$ cat src/letmr_consts.vh
`ifndef LETMR_CONSTS_VH
`define LETMR_CONSTS_VH

// Register byte offsets
`define LETMR_OFF_CTRL     8'h00
`define LETMR_OFF_CMD      8'h04
`define LETMR_OFF_STATUS   8'h08
`define LETMR_OFF_CNT      8'h0C
`define LETMR_OFF_COMPARE_ZERO_FLAG    8'h10
`define LETMR_OFF_COMPARE_ONE_FLAG    8'h14
`define LETMR_OFF_REPEAT_ZERO_FLAG     8'h18
`define LETMR_OFF_REPEAT_ONE_FLAG     8'h1C
`define LETMR_OFF_IF       8'h20
`define LETMR_OFF_IEN      8'h24

// Control fields
`define LETMR_CTRL_CTOP    0
`define LETMR_CTRL_BTOP    1
`define LETMR_CTRL_RM_LO   2
`define LETMR_CTRL_RM_HI   3

// Command bits
`define LETMR_CMD_START    0
`define LETMR_CMD_STOP     1
`define LETMR_CMD_CLEAR    2

// Flag bit positions
`define LETMR_IF_COMPARE_ZERO_FLAG     0
`define LETMR_IF_COMPARE_ONE_FLAG     1
`define LETMR_IF_UF        2
`define LETMR_IF_REPEAT_ZERO_FLAG      3
`define LETMR_IF_REPEAT_ONE_FLAG      4
`define LETMR_NFLAGS       5

// Repeat mode encodings
`define LETMR_RM_FREE      2'h0
`define LETMR_RM_ONESHOT   2'h1
`define LETMR_RM_BUFFERED  2'h2
`define LETMR_RM_DOUBLE    2'h3

// Widths and reset values
`define LETMR_CW           16
`define LETMR_RW           8
`define LETMR_WRAP_TOP     16'hFFFF
`define LETMR_RST_CNT      16'h0000
`define LETMR_RST_COMP     16'h0000
`define LETMR_RST_REP      8'h00

`endif

$ cat src/letmr_sticky_flag.v
`timescale 1ns/10ps
`default_nettype none

module letmr_sticky_flag (
    // Clock and reset
    input  wire clock,
    input  wire srst,
    // Event and clear
    input  wire set_pulse,
    input  wire clr_pulse,
    // Flag
    output reg  flag
);

    // Set beats clear so a coincident event is never lost
    always @(posedge clock) begin
        if (srst) begin
            flag <= 1'b0;
        end else if (set_pulse) begin
            flag <= 1'b1;
        end else if (clr_pulse) begin
            flag <= 1'b0;
        end
    end

endmodule

`default_nettype wire

$ cat src/letmr_repeat_counter.v
`timescale 1ns/10ps
`default_nettype none
`include "letmr_consts.vh"

module letmr_repeat_counter (
    // Clock and reset
    input  wire                    clock,
    input  wire                    srst,
    // Software write
    input  wire                    sw_wr,
    input  wire [`LETMR_RW-1:0]    sw_data,
    // Hardware reload and decrement
    input  wire                    hw_load,
    input  wire [`LETMR_RW-1:0]    hw_data,
    input  wire                    hw_dec,
    // Count
    output reg  [`LETMR_RW-1:0]    value
);

    // Software wins; a counter at zero stays at zero
    always @(posedge clock) begin
        if (srst) begin
            value <= `LETMR_RST_REP;
        end else if (sw_wr) begin
            value <= sw_data;
        end else if (hw_load) begin
            value <= hw_data;
        end else if (hw_dec && value != `LETMR_RST_REP) begin
            value <= value - 8'h01;
        end
    end

endmodule

`default_nettype wire

$ cat src/letmr_timer.v
// The implementer's own choices: register access over APB and the register offsets.
`timescale 1ns/10ps
`default_nettype none
`include "letmr_consts.vh"

module letmr_timer (
    // Clock and reset
    input  wire        clock,
    input  wire        srst,
    // APB slave
    input  wire        psel,
    input  wire        penable,
    input  wire        pwrite,
    input  wire [7:0]  paddr,
    input  wire [31:0] pwdata,
    output wire        pready,
    output reg  [31:0] prdata,
    output wire        pslverr,
    // Interrupt and status
    output wire        irq,
    output wire        running_out
);

    // Software-visible state
    reg  [3:0]                 timer_control;
    reg  [`LETMR_CW-1:0]       timer_counter_value;
    reg  [`LETMR_CW-1:0]       compare_reg_zero;
    reg  [`LETMR_CW-1:0]       compare_reg_one;
    reg  [`LETMR_NFLAGS-1:0]   irq_enable;
    reg                        running;
    reg                        repeat_one_flag_written;
    wire [`LETMR_RW-1:0]       repeat_count_zero;
    wire [`LETMR_RW-1:0]       repeat_count_one;
    wire [`LETMR_NFLAGS-1:0]   timer_irq_flags;

    // Control fields
    wire       compare_as_top_en = timer_control[`LETMR_CTRL_CTOP];
    wire       buffered_top_en   = timer_control[`LETMR_CTRL_BTOP];
    wire [1:0] repeat_mode_sel   = timer_control[`LETMR_CTRL_RM_HI:`LETMR_CTRL_RM_LO];

    // Decoded repeat modes that need their own hardware
    wire       mode_buffered     = (repeat_mode_sel == `LETMR_RM_BUFFERED);
    wire       mode_double       = (repeat_mode_sel == `LETMR_RM_DOUBLE);

    // Bus decode; zero wait states, so every access ends in one access cycle
    wire bus_wr = psel & penable & pwrite;
    wire bus_rd = psel & ~penable & ~pwrite;
    wire mapped = (paddr == `LETMR_OFF_CTRL)  | (paddr == `LETMR_OFF_CMD)   |
                  (paddr == `LETMR_OFF_STATUS) | (paddr == `LETMR_OFF_CNT)  |
                  (paddr == `LETMR_OFF_COMPARE_ZERO_FLAG) | (paddr == `LETMR_OFF_COMPARE_ONE_FLAG) |
                  (paddr == `LETMR_OFF_REPEAT_ZERO_FLAG)  | (paddr == `LETMR_OFF_REPEAT_ONE_FLAG)  |
                  (paddr == `LETMR_OFF_IF)    | (paddr == `LETMR_OFF_IEN);

    assign pready  = 1'b1;
    assign pslverr = psel & penable & ~mapped;

    // Write strobes per register
    wire wr_ctrl  = bus_wr & (paddr == `LETMR_OFF_CTRL);
    wire wr_cmd   = bus_wr & (paddr == `LETMR_OFF_CMD);
    wire wr_compare_zero_flag = bus_wr & (paddr == `LETMR_OFF_COMPARE_ZERO_FLAG);
    wire wr_compare_one_flag = bus_wr & (paddr == `LETMR_OFF_COMPARE_ONE_FLAG);
    wire wr_repeat_zero_flag  = bus_wr & (paddr == `LETMR_OFF_REPEAT_ZERO_FLAG);
    wire wr_repeat_one_flag  = bus_wr & (paddr == `LETMR_OFF_REPEAT_ONE_FLAG);
    wire wr_if    = bus_wr & (paddr == `LETMR_OFF_IF);
    wire wr_ien   = bus_wr & (paddr == `LETMR_OFF_IEN);

    // Commands; stop beats start when both bits are written together
    wire cmd_start = wr_cmd & pwdata[`LETMR_CMD_START];
    wire cmd_stop  = wr_cmd & pwdata[`LETMR_CMD_STOP];
    wire cmd_clear = wr_cmd & pwdata[`LETMR_CMD_CLEAR];

    // Run condition of the selected repeat mode
    reg run_cond;
    always @* begin
        case (repeat_mode_sel)
            `LETMR_RM_FREE:     run_cond = 1'b1;
            `LETMR_RM_ONESHOT:  run_cond = (repeat_count_zero != `LETMR_RST_REP);
            `LETMR_RM_BUFFERED: run_cond = (repeat_count_zero != `LETMR_RST_REP);
            `LETMR_RM_DOUBLE:   run_cond = (repeat_count_zero != `LETMR_RST_REP) |
                                           (repeat_count_one != `LETMR_RST_REP);
            default:            run_cond = 1'b0;
        endcase
    end

    // One tick per clock while running; underflow when leaving zero
    wire tick      = running & run_cond;
    wire underflow = tick & (timer_counter_value == `LETMR_RST_CNT);
    wire rep_mode  = (repeat_mode_sel != `LETMR_RM_FREE);

    // Repeat zero about to reach zero on this underflow
    wire repeat_zero_flag_last = underflow & rep_mode & (repeat_count_zero == 8'h01);

    // Buffered repeat reload from repeat one
    wire repeat_zero_flag_reload = repeat_zero_flag_last & mode_buffered & repeat_one_flag_written;

    // Repeat counters decrement only in modes that use them
    wire repeat_zero_flag_dec = underflow & rep_mode;
    wire repeat_one_flag_dec = underflow & mode_double;

    // Repeat zero counter; software writes win over hardware updates
    letmr_repeat_counter u_repeat_zero_flag (
        .clock   (clock),
        .srst    (srst),
        .sw_wr   (wr_repeat_zero_flag),
        .sw_data (pwdata[`LETMR_RW-1:0]),
        .hw_load (repeat_zero_flag_reload),
        .hw_data (repeat_count_one),
        .hw_dec  (repeat_zero_flag_dec),
        .value   (repeat_count_zero)
    );

    // Repeat one counter; never reloaded by hardware
    letmr_repeat_counter u_repeat_one_flag (
        .clock   (clock),
        .srst    (srst),
        .sw_wr   (wr_repeat_one_flag),
        .sw_data (pwdata[`LETMR_RW-1:0]),
        .hw_load (1'b0),
        .hw_data (`LETMR_RST_REP),
        .hw_dec  (repeat_one_flag_dec),
        .value   (repeat_count_one)
    );

    // Remember an unconsumed write to repeat one for buffered reload
    always @(posedge clock) begin
        if (srst) begin
            repeat_one_flag_written <= 1'b0;
        end else if (wr_repeat_one_flag) begin
            repeat_one_flag_written <= 1'b1;
        end else if (repeat_zero_flag_reload) begin
            repeat_one_flag_written <= 1'b0;
        end
    end

    // Next running state; stop beats start, a failed run condition drops it
    // A start in a mode whose condition is already false lasts one cycle
    reg next_running;
    always @* begin
        next_running = running;
        if (cmd_stop) begin
            next_running = 1'b0;
        end else if (cmd_start) begin
            next_running = 1'b1;
        end else if (running && !run_cond) begin
            next_running = 1'b0;
        end
    end

    // Running register
    always @(posedge clock) begin
        if (srst) begin
            running <= 1'b0;
        end else begin
            running <= next_running;
        end
    end

    // Next counter value; top is compare zero or all ones
    // A clear command wins over a coincident reload or tick
    reg [`LETMR_CW-1:0] next_cnt;
    always @* begin
        next_cnt = timer_counter_value;
        if (cmd_clear) begin
            next_cnt = `LETMR_RST_CNT;
        end else if (underflow) begin
            if (compare_as_top_en) begin
                next_cnt = compare_reg_zero;
            end else begin
                next_cnt = `LETMR_WRAP_TOP;
            end
        end else if (tick) begin
            next_cnt = timer_counter_value - 16'h0001;
        end
    end

    // Counter register; held while stopped
    always @(posedge clock) begin
        if (srst) begin
            timer_counter_value <= `LETMR_RST_CNT;
        end else begin
            timer_counter_value <= next_cnt;
        end
    end

    // Buffered top load, dropped when software writes compare zero
    wire buf_load = buffered_top_en & repeat_zero_flag_last;

    // Compare zero; a software write beats a coincident buffer load
    always @(posedge clock) begin
        if (srst) begin
            compare_reg_zero <= `LETMR_RST_COMP;
        end else if (wr_compare_zero_flag) begin
            compare_reg_zero <= pwdata[`LETMR_CW-1:0];
        end else if (buf_load) begin
            compare_reg_zero <= compare_reg_one;
        end
    end

    // Compare one, the buffer for compare zero
    always @(posedge clock) begin
        if (srst) begin
            compare_reg_one <= `LETMR_RST_COMP;
        end else if (wr_compare_one_flag) begin
            compare_reg_one <= pwdata[`LETMR_CW-1:0];
        end
    end

    // Control register; new fields act from the next edge
    always @(posedge clock) begin
        if (srst) begin
            timer_control <= 4'h0;
        end else if (wr_ctrl) begin
            timer_control <= pwdata[3:0];
        end
    end

    // Interrupt enables, one per flag
    always @(posedge clock) begin
        if (srst) begin
            irq_enable <= 5'h00;
        end else if (wr_ien) begin
            irq_enable <= pwdata[`LETMR_NFLAGS-1:0];
        end
    end

    // Flag events; counter change compared against compares
    // A compare write alone never raises its flag; only counter moves do
    wire cnt_moved = tick | cmd_clear;
    wire [`LETMR_NFLAGS-1:0] flag_set;
    assign flag_set[`LETMR_IF_COMPARE_ZERO_FLAG] = cnt_moved &
                                       (next_cnt == compare_reg_zero);
    assign flag_set[`LETMR_IF_COMPARE_ONE_FLAG] = cnt_moved &
                                       (next_cnt == compare_reg_one);
    assign flag_set[`LETMR_IF_UF]    = underflow;
    // A software repeat write on the same edge suppresses its flag
    assign flag_set[`LETMR_IF_REPEAT_ZERO_FLAG]  = repeat_zero_flag_last & ~wr_repeat_zero_flag;
    assign flag_set[`LETMR_IF_REPEAT_ONE_FLAG]  = repeat_one_flag_dec & ~wr_repeat_one_flag &
                                       (repeat_count_one == 8'h01);

    // Write-one-to-clear strobes, one per flag
    wire [`LETMR_NFLAGS-1:0] flag_clr = {`LETMR_NFLAGS{wr_if}} & pwdata[`LETMR_NFLAGS-1:0];

    // Sticky flags, cleared by writing one
    genvar gi;
    generate
        for (gi = 0; gi < `LETMR_NFLAGS; gi = gi + 1) begin : g_flag
            letmr_sticky_flag u_flag (
                .clock     (clock),
                .srst      (srst),
                .set_pulse (flag_set[gi]),
                .clr_pulse (flag_clr[gi]),
                .flag      (timer_irq_flags[gi])
            );
        end
    endgenerate

    // Level interrupt while any enabled flag is set
    assign irq         = |(timer_irq_flags & irq_enable);
    assign running_out = running;

    // Read mux; command, unmapped and misaligned offsets read as zero
    reg [31:0] rd_word;
    always @* begin
        case (paddr)
            `LETMR_OFF_CTRL:   rd_word = {28'h0000000, timer_control};
            `LETMR_OFF_STATUS: rd_word = {31'h00000000, running};
            `LETMR_OFF_CNT:    rd_word = {16'h0000, timer_counter_value};
            `LETMR_OFF_COMPARE_ZERO_FLAG:  rd_word = {16'h0000, compare_reg_zero};
            `LETMR_OFF_COMPARE_ONE_FLAG:  rd_word = {16'h0000, compare_reg_one};
            `LETMR_OFF_REPEAT_ZERO_FLAG:   rd_word = {24'h000000, repeat_count_zero};
            `LETMR_OFF_REPEAT_ONE_FLAG:   rd_word = {24'h000000, repeat_count_one};
            `LETMR_OFF_IF:     rd_word = {27'h0000000, timer_irq_flags};
            `LETMR_OFF_IEN:    rd_word = {27'h0000000, irq_enable};
            default:           rd_word = 32'h00000000;
        endcase
    end

    // Read data captured in the setup cycle, stable through access
    always @(posedge clock) begin
        if (srst) begin
            prdata <= 32'h00000000;
        end else if (bus_rd) begin
            prdata <= rd_word;
        end
    end

endmodule

`default_nettype wire

$ cat config.mk
export PLATFORM = sky130hd
export DESIGN_NAME = letmr_timer
export DESIGN_NICKNAME = d
export VERILOG_FILES = /design/src/letmr_sticky_flag.v /design/src/letmr_repeat_counter.v /design/src/letmr_timer.v
export VERILOG_INCLUDE_DIRS = /design/src
export SDC_FILE = /design/constraint.sdc
export NUM_CORES = 1
export LEC_CHECK = 0
export BUFFER_PORTS_ARGS = -buffer_cell sky130_fd_sc_hd__buf_2
export CAP_MARGIN = 20
export CORE_ASPECT_RATIO = 1.5
export CORE_UTILIZATION = 25
export DETAILED_ROUTE_END_ITERATION = 8
export GPL_TIMING_DRIVEN = 0
export PLACE_DENSITY = 0.47
export SYNTH_ARGS = -nofsm -noshare
export SYNTH_HDL_FRONTEND = slang
export SYNTH_SLANG_ARGS = --single-unit
$ cat constraint.sdc
create_clock -name clock -period 2.9 [get_ports clock]
set_input_delay 0.725 -clock clock [delete_from_list [all_inputs] [get_ports clock]]
set_output_delay 0.725 -clock clock [all_outputs]
set_load 0.02 [all_outputs]
# After elaboration in Yosys (flattened, before gate mapping)
# Cells that the tools add are included.
dict set report op_classes {
  reduce_logical 23
  n_eq_ne 16
  n_addsub 3
  n_bitwise 47
  muxes 27
}
# cell n
set ops {}
lappend ops {{one-hot mux 16 bit (9 select lines)} 1}
lappend ops {{two-way mux 16 bit} 6}
lappend ops {{two-way mux 8 bit} 5}
lappend ops {{== test 16 bit} 2}
lappend ops {{== test 8 x 5 -> 1 bit, second input constant} 4}
lappend ops {{bitwise AND 1 bit} 29}
lappend ops {{nonzero test 2 bit} 10}
lappend ops {{== test 8 x 1 -> 1 bit, second input constant} 2}
lappend ops {{== test 8 x 4 -> 1 bit, second input constant} 2}
lappend ops {{== test 8 x 6 -> 1 bit, second input constant} 2}
lappend ops {{logical NOT 16 bit} 1}
lappend ops {{nonzero test 8 bit} 2}
lappend ops {{subtractor 16 x 1 -> 16 bit, second input constant} 1}
lappend ops {{subtractor 8 x 1 -> 8 bit, second input constant} 2}
lappend ops {{two-way mux 1 bit} 14}
lappend ops {{OR 1 bit} 11}
lappend ops {{bitwise AND 5 bit} 2}
lappend ops {{== test 8 x 3 -> 1 bit, second input constant} 1}
lappend ops {{logical NOT 8 bit} 1}
lappend ops {{inverter 1 bit} 5}
lappend ops {{OR reduction 5 bit} 1}
lappend ops {{== test 2 bit, second input constant} 2}
lappend ops {{OR reduction 2 bit} 2}
lappend ops {{logical AND 1 bit} 3}
lappend ops {{5 further kinds} 5}
dict set report totals {
  regBits 112
  wordCells 131
}

# Logic depth before layout (Yosys ltp)
# Gate-level depths: netlist (run 1).
dict set report depth {
  ltp_word 12
  ltp_mapped 13
}

# By module
# Synthesis (run 1) repeated with hierarchy kept, for this count alone.
dict set report unflattened {
  cells_unflattened 847
  hier_area_um2 6381.1
}
# module instances seq_area_each_um2 cells_per_inst area_per_inst_um2
set modules_own_cells {}
lappend modules_own_cells {letmr_timer 1 1501.4 661 4991.0}
lappend modules_own_cells {letmr_repeat_counter 2 160.2 83 598.1}
lappend modules_own_cells {letmr_sticky_flag 5 20.0 4 38.8}

# Worst setup path before layout (run 1)
# Ideal clock, no wire load.
dict set report synth_timing {
  path_kind {input port to flip-flop}
  from {input paddr[4]}
  to {register g_flag[1].u_flag.flag}
  arrival_ns 3.078
  cell_stages 9
  setup_time_ns 0.059
  path_slack_ns -0.237
  cell_sequence {or4_1 -> buf_2 -> or4_1 -> clkbuf_1 -> or2_0 -> a31o_1 -> a2111oi_2 -> and4_1 -> a31o_1}
}
dict set report synth_between {
  elab_chain_len 7
  elab_cells_between_ends 12
  cone_classes {eq/ne (3); mux (2); bitwise (6); reduce/logical (1)}
}
# item line_no
set synth_lines {}
lappend synth_lines {{start, declared} letmr_timer.v:14} ;# input wire [7:0] paddr,
lappend synth_lines {{== test 8 x 3 -> 1 bit (no line)} -}
lappend synth_lines {{bitwise AND 1 bit} letmr_timer.v:59} ;# wire wr_cmd = bus_wr & (paddr == `LETMR_OFF_CMD);
lappend synth_lines {{bitwise AND 1 bit} letmr_timer.v:70} ;# wire cmd_clear = wr_cmd & pwdata[`LETMR_CMD_CLEAR];
lappend synth_lines {{two-way mux 16 bit} letmr_timer.v:163} ;# if (cmd_clear) begin
lappend synth_lines {{== test 16 bit} letmr_timer.v:233} ;# (next_cnt == compare_reg_one);
lappend synth_lines {{bitwise AND 1 bit} letmr_timer.v:232} ;# assign flag_set[`LETMR_IF_COMPARE_ONE_FLAG] = cnt_moved &
lappend synth_lines {{two-way mux 1 bit / nonzero test 2 bit (equally long branches)} -}
lappend synth_lines {{end signal, assigned} letmr_sticky_flag.v:18} ;# flag <= 1'b0;
lappend synth_lines {{end signal, assigned} letmr_sticky_flag.v:20} ;# flag <= 1'b1;
lappend synth_lines {{end signal, assigned} letmr_sticky_flag.v:22} ;# flag <= 1'b0;
lappend synth_lines {{end, declared} letmr_sticky_flag.v:12} ;# output reg flag
# Several ways; a longest one is shown, not always the timed one.
# A chain may end at the register's enable or synchronous reset.

# Worst setup path after layout (run 1)
dict set report layout_timing {
  from {register timer_control[2]}
  to {register g_flag[1].u_flag.flag}
}
dict set report layout_between {
  elab_chain_len 10
  elab_cells_between_ends 16
  cone_classes {eq/ne (4); mux (5); bitwise (4); reduce/logical (3)}
}
# item line_no
set layout_lines {}
lappend layout_lines {{start, declared} letmr_timer.v:25} ;# reg [3:0] timer_control;
lappend layout_lines {{start signal, assigned} letmr_timer.v:213} ;# timer_control <= pwdata[3:0];
lappend layout_lines {{== test 2 bit / == test 2 x 1 -> 1 bit (equally long branches)} letmr_timer.v:75} ;# case (repeat_mode_sel)
lappend layout_lines {{OR reduction 2 bit (no line)} -}
lappend layout_lines {{one-hot mux 1 bit (3 select lines) (*)} letmr_timer.v:75}
lappend layout_lines {{bitwise AND 1 bit (*)} letmr_timer.v:86} ;# wire tick = running & run_cond;
lappend layout_lines {{two-way mux 16 bit / bitwise AND 1 bit (equally long branches)} {letmr_timer.v:171, letmr_timer.v:87}}
lappend layout_lines {{two-way mux 16 bit} letmr_timer.v:165} ;# end else if (underflow) begin
lappend layout_lines {{two-way mux 16 bit} letmr_timer.v:163}
lappend layout_lines {{== test 16 bit} letmr_timer.v:233}
lappend layout_lines {{bitwise AND 1 bit (*)} letmr_timer.v:232}
lappend layout_lines {{two-way mux 1 bit / nonzero test 2 bit (equally long branches)} -}
# Mark *: on every way between the ends. The rest lies on a longest branch, timed or not.

==> summary.md, run 1 <==
| Metric | Value |
|---|---|
| CP arrival | `~3.4 ns` |
| Cell area after synthesis | `between 6000 and 7000 um2` |
| First-pass GRT wire length | `between 40 and 50 mm` |
| Hold EP | `prdata[10]$_SDFFE_PP0P_` |
| Reg-to-Reg Start | `timer_control[2]$_SDFFE_PP0P_` |
| Clk slew on worst S/H paths | `0.07 ns` |
| Hold Crit Class | `reg -> reg` |
| Initial antenna violation count | `0` |
| Layout Skew | `around 0.014 ns` |
| Power share of the clock group | `0.444` |
| Overflow after GRT | `0` |
| Vias in the first global route | `between 6000 and 7000` |
| Failing checks | `negative setup slack` |
| Net Sw Frac | `0.265` |
| Largest area contributor in the netlist | `dfxtp_1` |
| Gate power share | `0.062` |
| Status | `finished with violations` |
| Worst Reg-to-Reg Cells | `13` |
| Via Count | `roughly 7000` |
| Leakage | `2.98 nW` |
| PD cells | `approximately 330 nW/um2` |
| Buf+Inv Stages, Crit Path | `3` |
| H-Tree Level Count | `3` |
| Starting Density | `0.256` |
| Layout cell share with drive strength beyond 1 | `0.269` |
| DIE WIDTH | `between 100 and 150 um` |
| Top cells by area, synth | `dfxtp_1 31%, nand2_1 7.4%, a21oi_1 4.9%` |
| Final setup fails | `2` |
| Post-synth top area share | `0.314` |
| CP max stage cell | `or4b_4` |
| Setup CP Type | `reg -> reg` |
| Fmax | `~0.33 GHz` |
| Internal power | `approximately 2 mW` |
| Num rows | `slightly below 70` |
| CP delay by family, top | `compound AO/OA/AOI/OAI gates` |
| Tmin final | `between 3 and 4 ns` |
| I/O Buffers | `44` |
| Fin. max-slew vios | `0` |
| Total track usage | `0.220` |
| Final net count | `roughly 990` |
| Post-route DRC | `0` |
| Clk buf depth | `2` |
| Primary FF master, synth | `dfxtp_1` |
| Crit end category | `flip-flop` |
| Cell count after synthesis | `a little over 800` |
| Switching power | `around 700 uW` |
| Ant diodes | `0` |
| Final Wtd Congestion | `0.928` |
| Yosys reg bits | `96` |
| Max-cap violations | `0` |
| Routed len/inst | `around 22 um` |
| Core Footprint | `roughly 24000 um2` |
| Post-synth EDFFs | `0` |
| CP Cell Sequence | `inv_2 > ha_4 > or4b_4 > o21ai_4 > buf_12 > a21oi_4 > mux2_4 > o211ai_1 > buf_4 > a22o_1 > a2111oi_4 > and4_4 > a31o_1` |
| Synth Area per Inst | `7.59 um2` |
| CTS root buf | `clkbuf_16` |
| Hold_sp | `prdata[10]$_SDFFE_PP0P_` |
| Slew HR | `0.452` |
| Hold slack | `0.457 ns` |
| Die height | `~190 um` |
| Most common cell in the synthesized netlist | `nand2_1` |
| List of most frequent post-synthesis cells | `121 x nand2_1, 96 x dfxtp_1, 80 x nor2_1` |
| CP peak stage delay | `between 0.5 and 0.6 ns` |
| CTS hold repair buffers | `0` |
| Stages on the worst setup path | `13` |
| RSZ-0062 raised after global routing | `yes` |
| 1st-iter DRT viols | `between 700 and 800` |
| Critical path startpoint category | `flip-flop` |
| P&R area growth vs syn | `33.1%` |
| Sink Count | `96` |
| Slew at the pin with the worst max-slew slack | `about 0.8 ns` |
| Hold Crit Depth | `2` |
| Fin. Hold Viols | `0` |
| Worst-path fanout max | `6` |
| I/O Pins | `81` |
| Synth Warn # | `0` |
| CTS tree | `done` |
| Data required, critical path | `~3.2 ns` |
| R2R Setup Slk | `-0.16 ns` |
| Sequential element share of the synthesized area | `0.314` |
| Clock latency on the worst-skew pair | `0.37 ns` |
| Pwr Total | `about 2.7 mW` |
| Peak supply drop | `0.231 mV` |
| Cts bufs inserted | `9` |
| Worst R2R End | `g_flag[1].u_flag.flag$_SDFFE_PP0P_` |
| Fillers | `2564` |
| Synth cell types | `between 80 and 90` |
| Routed Antenna Nets | `0` |
| Part of the cycle the worst path needs | `1.05` |
| Part of the power in registers | `0.494` |
| Total wire length | `approximately 28 mm` |
| Die ar. | `around 25000 um2` |
| Largest net degree at the start of global routing | `18` |
| Share of async-settable or async-resettable flops after synthesis | `0` |
| Average vias per placed instance | `5.57` |
| Setup ws final | `-0.156 ns` |
| Post-DP HPWL | `~20 mm` |
| Total negative slack | `-0.285 ns` |
| Drt pass-1 iters | `6` |
flip-flops by register name, indices dropped and copies added (netlist names):
register,count
u_repeat_one_flag.value,8
repeat_one_flag_written,1
running_out,1
prdata,16
g_flag.u_flag.flag,5
compare_reg_zero,16
u_repeat_zero_flag.value,8
timer_counter_value,16
timer_control,4
irq_enable,5
compare_reg_one,16
how the worst max path moves through the flow:
| stage | startpoint | endpoint | slack, ns |
|---|---|---|---|
| 2_1_floorplan | paddr[4] | g_flag[1].u_flag.flag$_SDFFE_PP0P_ | -0.12 |
| 3_3_place_gp | paddr[4] | g_flag[1].u_flag.flag$_SDFFE_PP0P_ | -1.24 |
| 3_5_place_dp | paddr[4] | g_flag[1].u_flag.flag$_SDFFE_PP0P_ | -1.18 |
| 4_1_cts | timer_control[2]$_SDFFE_PP0P_ | g_flag[1].u_flag.flag$_SDFFE_PP0P_ | -0.17 |
| 5_1_grt | timer_counter_value[1]$_SDFF_PP0_ | g_flag[1].u_flag.flag$_SDFFE_PP0P_ | -0.21 |
| 6_report | timer_control[2]$_SDFFE_PP0P_ | g_flag[1].u_flag.flag$_SDFFE_PP0P_ | -0.16 |
per-layer routing:
layer,routed length [um],vias up,share of wire,track usage
met1,9940,3366,0.36,0.233
met3,1320,107,0.047,0.0265
met2,14500,324,0.52,0.392
met5,0,-,0,0
met4,2070,0,0.074,0.161
li1,-,3212,-,-
cells by family after synthesis:
family,count (synthesis),synth area share
DFF,96,0.314
buffers and inverters,91,0.0713
muxes,6,0.0102
other,2,0.00123
AOI/OAI and AO/OA,220,0.259
xor gates and xnor gates,23,0.0329
and+or+nand+nor,357,0.287
adders and majority gates,12,0.0245
cell usage in the layout (no fill, tap or decap), types with 4 or more instances in the layout:
| master | netlist | final |
|---|---|---|
| a211o_1 | 5 | 5 |
| a211oi_1 | 14 | 12 |
| a21oi_1 | 60 | 56 |
| a221oi_1 | 9 | 7 |
| a222oi_1 | 16 | 16 |
| a22oi_1 | 25 | 24 |
| a311oi_1 | 17 | 16 |
| and3_1 | 5 | 4 |
| buf_2 | 8 | 49 |
| buf_4 | 18 | 77 |
| buf_6 | 2 | 5 |
| clkbuf_1 | 40 | 28 |
| clkbuf_16 | 0 | 9 |
| clkbuf_2 | 2 | 8 |
| conb_1 | 2 | 17 |
| dfxtp_1 | 96 | 88 |
| dfxtp_4 | 0 | 6 |
| ha_1 | 12 | 8 |
| inv_1 | 18 | 12 |
| nand2_1 | 121 | 118 |
| nand2b_1 | 12 | 12 |
| nand3_1 | 37 | 36 |
| nand4_1 | 10 | 10 |
| nor2_1 | 80 | 76 |
| nor3_1 | 27 | 23 |
| nor3b_1 | 8 | 6 |
| nor4_1 | 10 | 5 |
| nor4_4 | 0 | 5 |
| o211ai_1 | 12 | 12 |
| o21ai_0 | 17 | 15 |
| o22ai_1 | 5 | 4 |
| or3_1 | 12 | 10 |
| xnor2_1 | 13 | 13 |
| xor2_1 | 10 | 10 |
layout make-up:
cell class                 instances  area, um2  area share
multi-input combinational        636       4330       0.531
sequential                        96       1950       0.239
timing repair buffer             106        718      0.0881
buffer                            67        407      0.0499
tap                              319        399      0.0490
clock buffer                      10        229      0.0281
inverter                          18       75.1     0.00921
clock inverter                     6       50.0     0.00614
worst register-to-register path: cells and delay by family, from the launching register on:
family          cells  cell delay, ns
fa+ha+maj           1            0.15
compound gates      6            1.08
simple gates        2            0.81
flops               1            0.36
mux                 1            0.22
buf+inv             3            0.38
timing repair:
| action | 4_1_cts | 5_1_grt |
|---|---|---|
| resized for setup | 84 | 58 |
| buffers inserted | 31 | 28 |
| pin swaps | 25 | 33 |
| cloned | 0 | 2 |
| setup endpoints to repair | 63 | 38 |
per-stage QoR:
stage	utilization	area [um2]	worst slack, ns	std cells
floorplan	-	6200	-0.120	822
global placement	0.285	6820	-1.24	1185
detailed placement	0.285	6820	-1.18	1186
CTS	0.321	7680	-0.173	1229
global route	0.341	8150	-0.208	1258
finish	0.341	8150	-0.156	1258
power groups by stage:
stage | Clock (mW) | Combinational (mW) | Sequential (mW)
floorplan | 0 | 0.0873 | 1.35
global placement | 0 | 0.156 | 1.35
detailed placement | 0 | 0.155 | 1.35
CTS | 1.21 | 0.161 | 1.32
global route | 1.25 | 0.176 | 1.31
finish | 1.18 | 0.165 | 1.31
No activity file was read; power rests on OpenSTA's default activity.
==> run 2: changes to the inputs <==
Settings changed: CELL_PAD_IN_SITES_DETAIL_PLACEMENT set to 1, CELL_PAD_IN_SITES_GLOBAL_PLACEMENT set to 2, PLACE_DENSITY 0.47 to 0.7.
==> run 2 against run 1 <==
  * The flow still finishes with violations (negative setup slack)
  * Routed wire length up 6.7%
  * Sequential share of layout area down 0.95 points
  * Worst hold slack worse by 0.0034 ns
  * Sequential cell count unchanged
==> summary.md, run 2 (same netlist as run 1, synthesis figures left out) <==
| Metric | Value |
|---|---|
| Status | `finished with violations` |
| CTS tree | `done` |
| Fmax | `0.316 GHz (-3.5%)` |
| Fin. max-slew vios | `0 (unchanged)` |
| Cell area after layout | `8490 um2 (+4.2%)` |
| I/O Buffers | `44 (unchanged)` |
| Final setup fails | `5 (+3)` |
| 1st-iter DRT viols | `547 (-25%)` |
| Total negative slack | `-0.451 ns (-0.167 ns)` |
| Clk buf depth | `2 (unchanged)` |
| CTS hold repair buffers | `0 (unchanged)` |
| Vias in the first global route | `7067 (+4.5%)` |
| Initial antenna violation count | `0 (unchanged)` |
| Starting Density | `0.256 (unchanged)` |
| Post-route DRC | `0 (unchanged)` |
| Ant diodes | `0 (unchanged)` |
| Die ar. | `25100 um2 (unchanged)` |
| Die height | `194 um (unchanged)` |
| Sink Count | `96 (unchanged)` |
| Total track usage | `0.235 (+0.0146)` |
| Reg-to-Reg Start | `timer_control[2]$_SDFFE_PP0P_` |
| Commonest non-fill, non-tap cell in the layout | `nand2_1` |
| Pwr Total | `2.68 mW (+0.82%)` |
| Drt pass-1 iters | `8 (+2)` |
| Core Footprint | `23900 um2 (unchanged)` |
| Critical path startpoint category | `flip-flop` |
| Worst-path fanout max | `6 (unchanged)` |
| Num rows | `69 (unchanged)` |
| CP arrival | `3.48 ns (+0.12 ns)` |
| Slew HR | `0.468 (+0.0161)` |
| Hold Crit Class | `reg -> reg` |
| Crit end category | `flip-flop` |
| Slew at the pin with the worst max-slew slack | `0.797 ns (-0.0242 ns)` |
| Clk slew on worst S/H paths | `0.07 ns (about the same)` |
| PD cells | `315 nW/um2 (-3.3%)` |
| Fillers | `2862 (+12%)` |
| Leakage | `3.04 nW (+2.3%)` |
| I/O Pins | `81 (unchanged)` |
| Hold slack | `0.454 ns (-0.00336 ns)` |
| DIE WIDTH | `130 um (unchanged)` |
| CTS root buf | `clkbuf_16` |
| Tmin final | `3.16 ns (+0.109 ns)` |
| Routed len/inst | `23.6 um (+6.5%)` |
| Via Count | `7076 (+0.96%)` |
| Part of the cycle the worst path needs | `1.09 (+0.0377)` |
| Routed Antenna Nets | `0 (unchanged)` |
| Overflow after GRT | `0 (unchanged)` |
| Inst Count DP | `1187 (+0.084%)` |
| Max-cap violations | `0 (unchanged)` |
| Most frequent cells in the layout | `117 x nand2_1, 87 x dfxtp_1, 72 x buf_4` |
| Setup ws final | `-0.265 ns (-0.109 ns)` |
| RSZ-0062 raised after global routing | `yes` |
| CP startpoint | `timer_control[2]$_SDFFE_PP0P_` |
| Hold_sp | `prdata[14]$_SDFFE_PP0P_` |
| Largest net degree at the start of global routing | `17 (-1)` |
| Average vias per placed instance | `5.62 (+0.80%)` |
| Setup CP Type | `reg -> reg` |
| Data required, critical path | `3.21 ns (about the same)` |
| Finished Layout Cells | `1260 (+0.16%)` |
| Cts bufs inserted | `9 (unchanged)` |
| Peak supply drop | `0.269 mV (+16%)` |
| H-Tree Level Count | `3 (unchanged)` |
| Failing checks | `negative setup slack` |
| Final Wtd Congestion | `0.888 (-4.3%)` |
| Total wire length | `29.7 mm (+6.7%)` |
| P&R area growth vs syn | `38.7%` |
| Layout cell share with drive strength beyond 1 | `0.312 (+0.0430)` |
| Clock latency on the worst-skew pair | `0.37 ns (about the same)` |
| Post-DP HPWL | `21.7 mm (+6.2%)` |
| Layout Skew | `0.0117 ns (-0.00275 ns)` |
| Fin. Hold Viols | `0 (unchanged)` |
| First-pass GRT wire length | `43.5 mm (+6.5%)` |
| Final net count | `993 (+0.20%)` |
| Placement-stage cell area | `6830 um2 (+0.11%)` |
run 2: cell count changes in the layout (fill, tap and decap cells not counted), moves of 8 or more:
cell and delta:
nor2_1 -16, a311oi_1 -13, a311oi_2 +13, nor2_4 +11, buf_6 +8
run 2: power breakdown:
part,switching (mW),internal [mW]
registers,0.00120,1.31
clock network,0.585,0.613
logic,0.119,0.0491
total,0.705,1.97
run 2: cell type report:
| cell class | instances | area [um2] | share of cell area |
|---|---|---|---|
| Inverter | 18 | 77.6 | 0.00913 |
| Buffer | 65 | 417 | 0.0490 |
| Tap cell | 319 | 399 | 0.0470 |
| Multi-Input combinational cell | 635 | 4550 | 0.536 |
| Clock inverter | 5 | 38.8 | 0.00457 |
| Sequential cell | 96 | 1950 | 0.229 |
| Timing Repair Buffer | 111 | 820 | 0.0965 |
| Clock buffer | 11 | 243 | 0.0286 |
run 2: what timing repair did:
item / CTS / global route
gates resized for setup: 97 / 121
pin swaps: 28 / 41
setup endpoints to repair: 66 / 39
setup buffers: 29 / 32
cloned: 0 / 4
run 2: path summary, 6_finish.rpt:
kind | cells after the start | slack [ns] | to
hold / removal | 2 | 0.45 | prdata[14]$_SDFFE_PP0P_
hold reg to reg | 2 | 0.45 | prdata[14]$_SDFFE_PP0P_
setup reg to reg | 12 | -0.26 | g_flag[1].u_flag.flag$_SDFFE_PP0P_
setup / recovery | 12 | -0.26 | g_flag[1].u_flag.flag$_SDFFE_PP0P_
run 2: metrics by stage:
| step | setup slack [ns] | util |
|---|---|---|
| 5_1_grt | -0.325 | 0.355 |
| 4_1_cts | -0.232 | 0.322 |
| 3_3_place_gp | -1.37 | 0.285 |
| 3_5_place_dp | -1.38 | 0.286 |
| 6_report | -0.265 | 0.355 |
| 2_1_floorplan | -0.120 | - |
run 2: critical path, cell delays in order, from the launching register on:
cell and delay (ns):
dfxtp_2 0.35, inv_2 0.06, ha_4 0.16, or4b_4 0.51, o21ai_4 0.26, buf_6 0.14, a21oi_4 0.08, mux2_4 0.23
o211ai_1 0.21, a22o_1 0.31, a2111oi_4 0.36, and4_4 0.31, a31o_1 0.14
run 2: layer usage:
layer	GRT usage	vias to the layer above	wire, um
li1	-	3235	-
met5	0	-	0
met3	0.0290	81	1100
met2	0.422	222	15600
met1	0.259	3538	11300
met4	0.135	0	1770
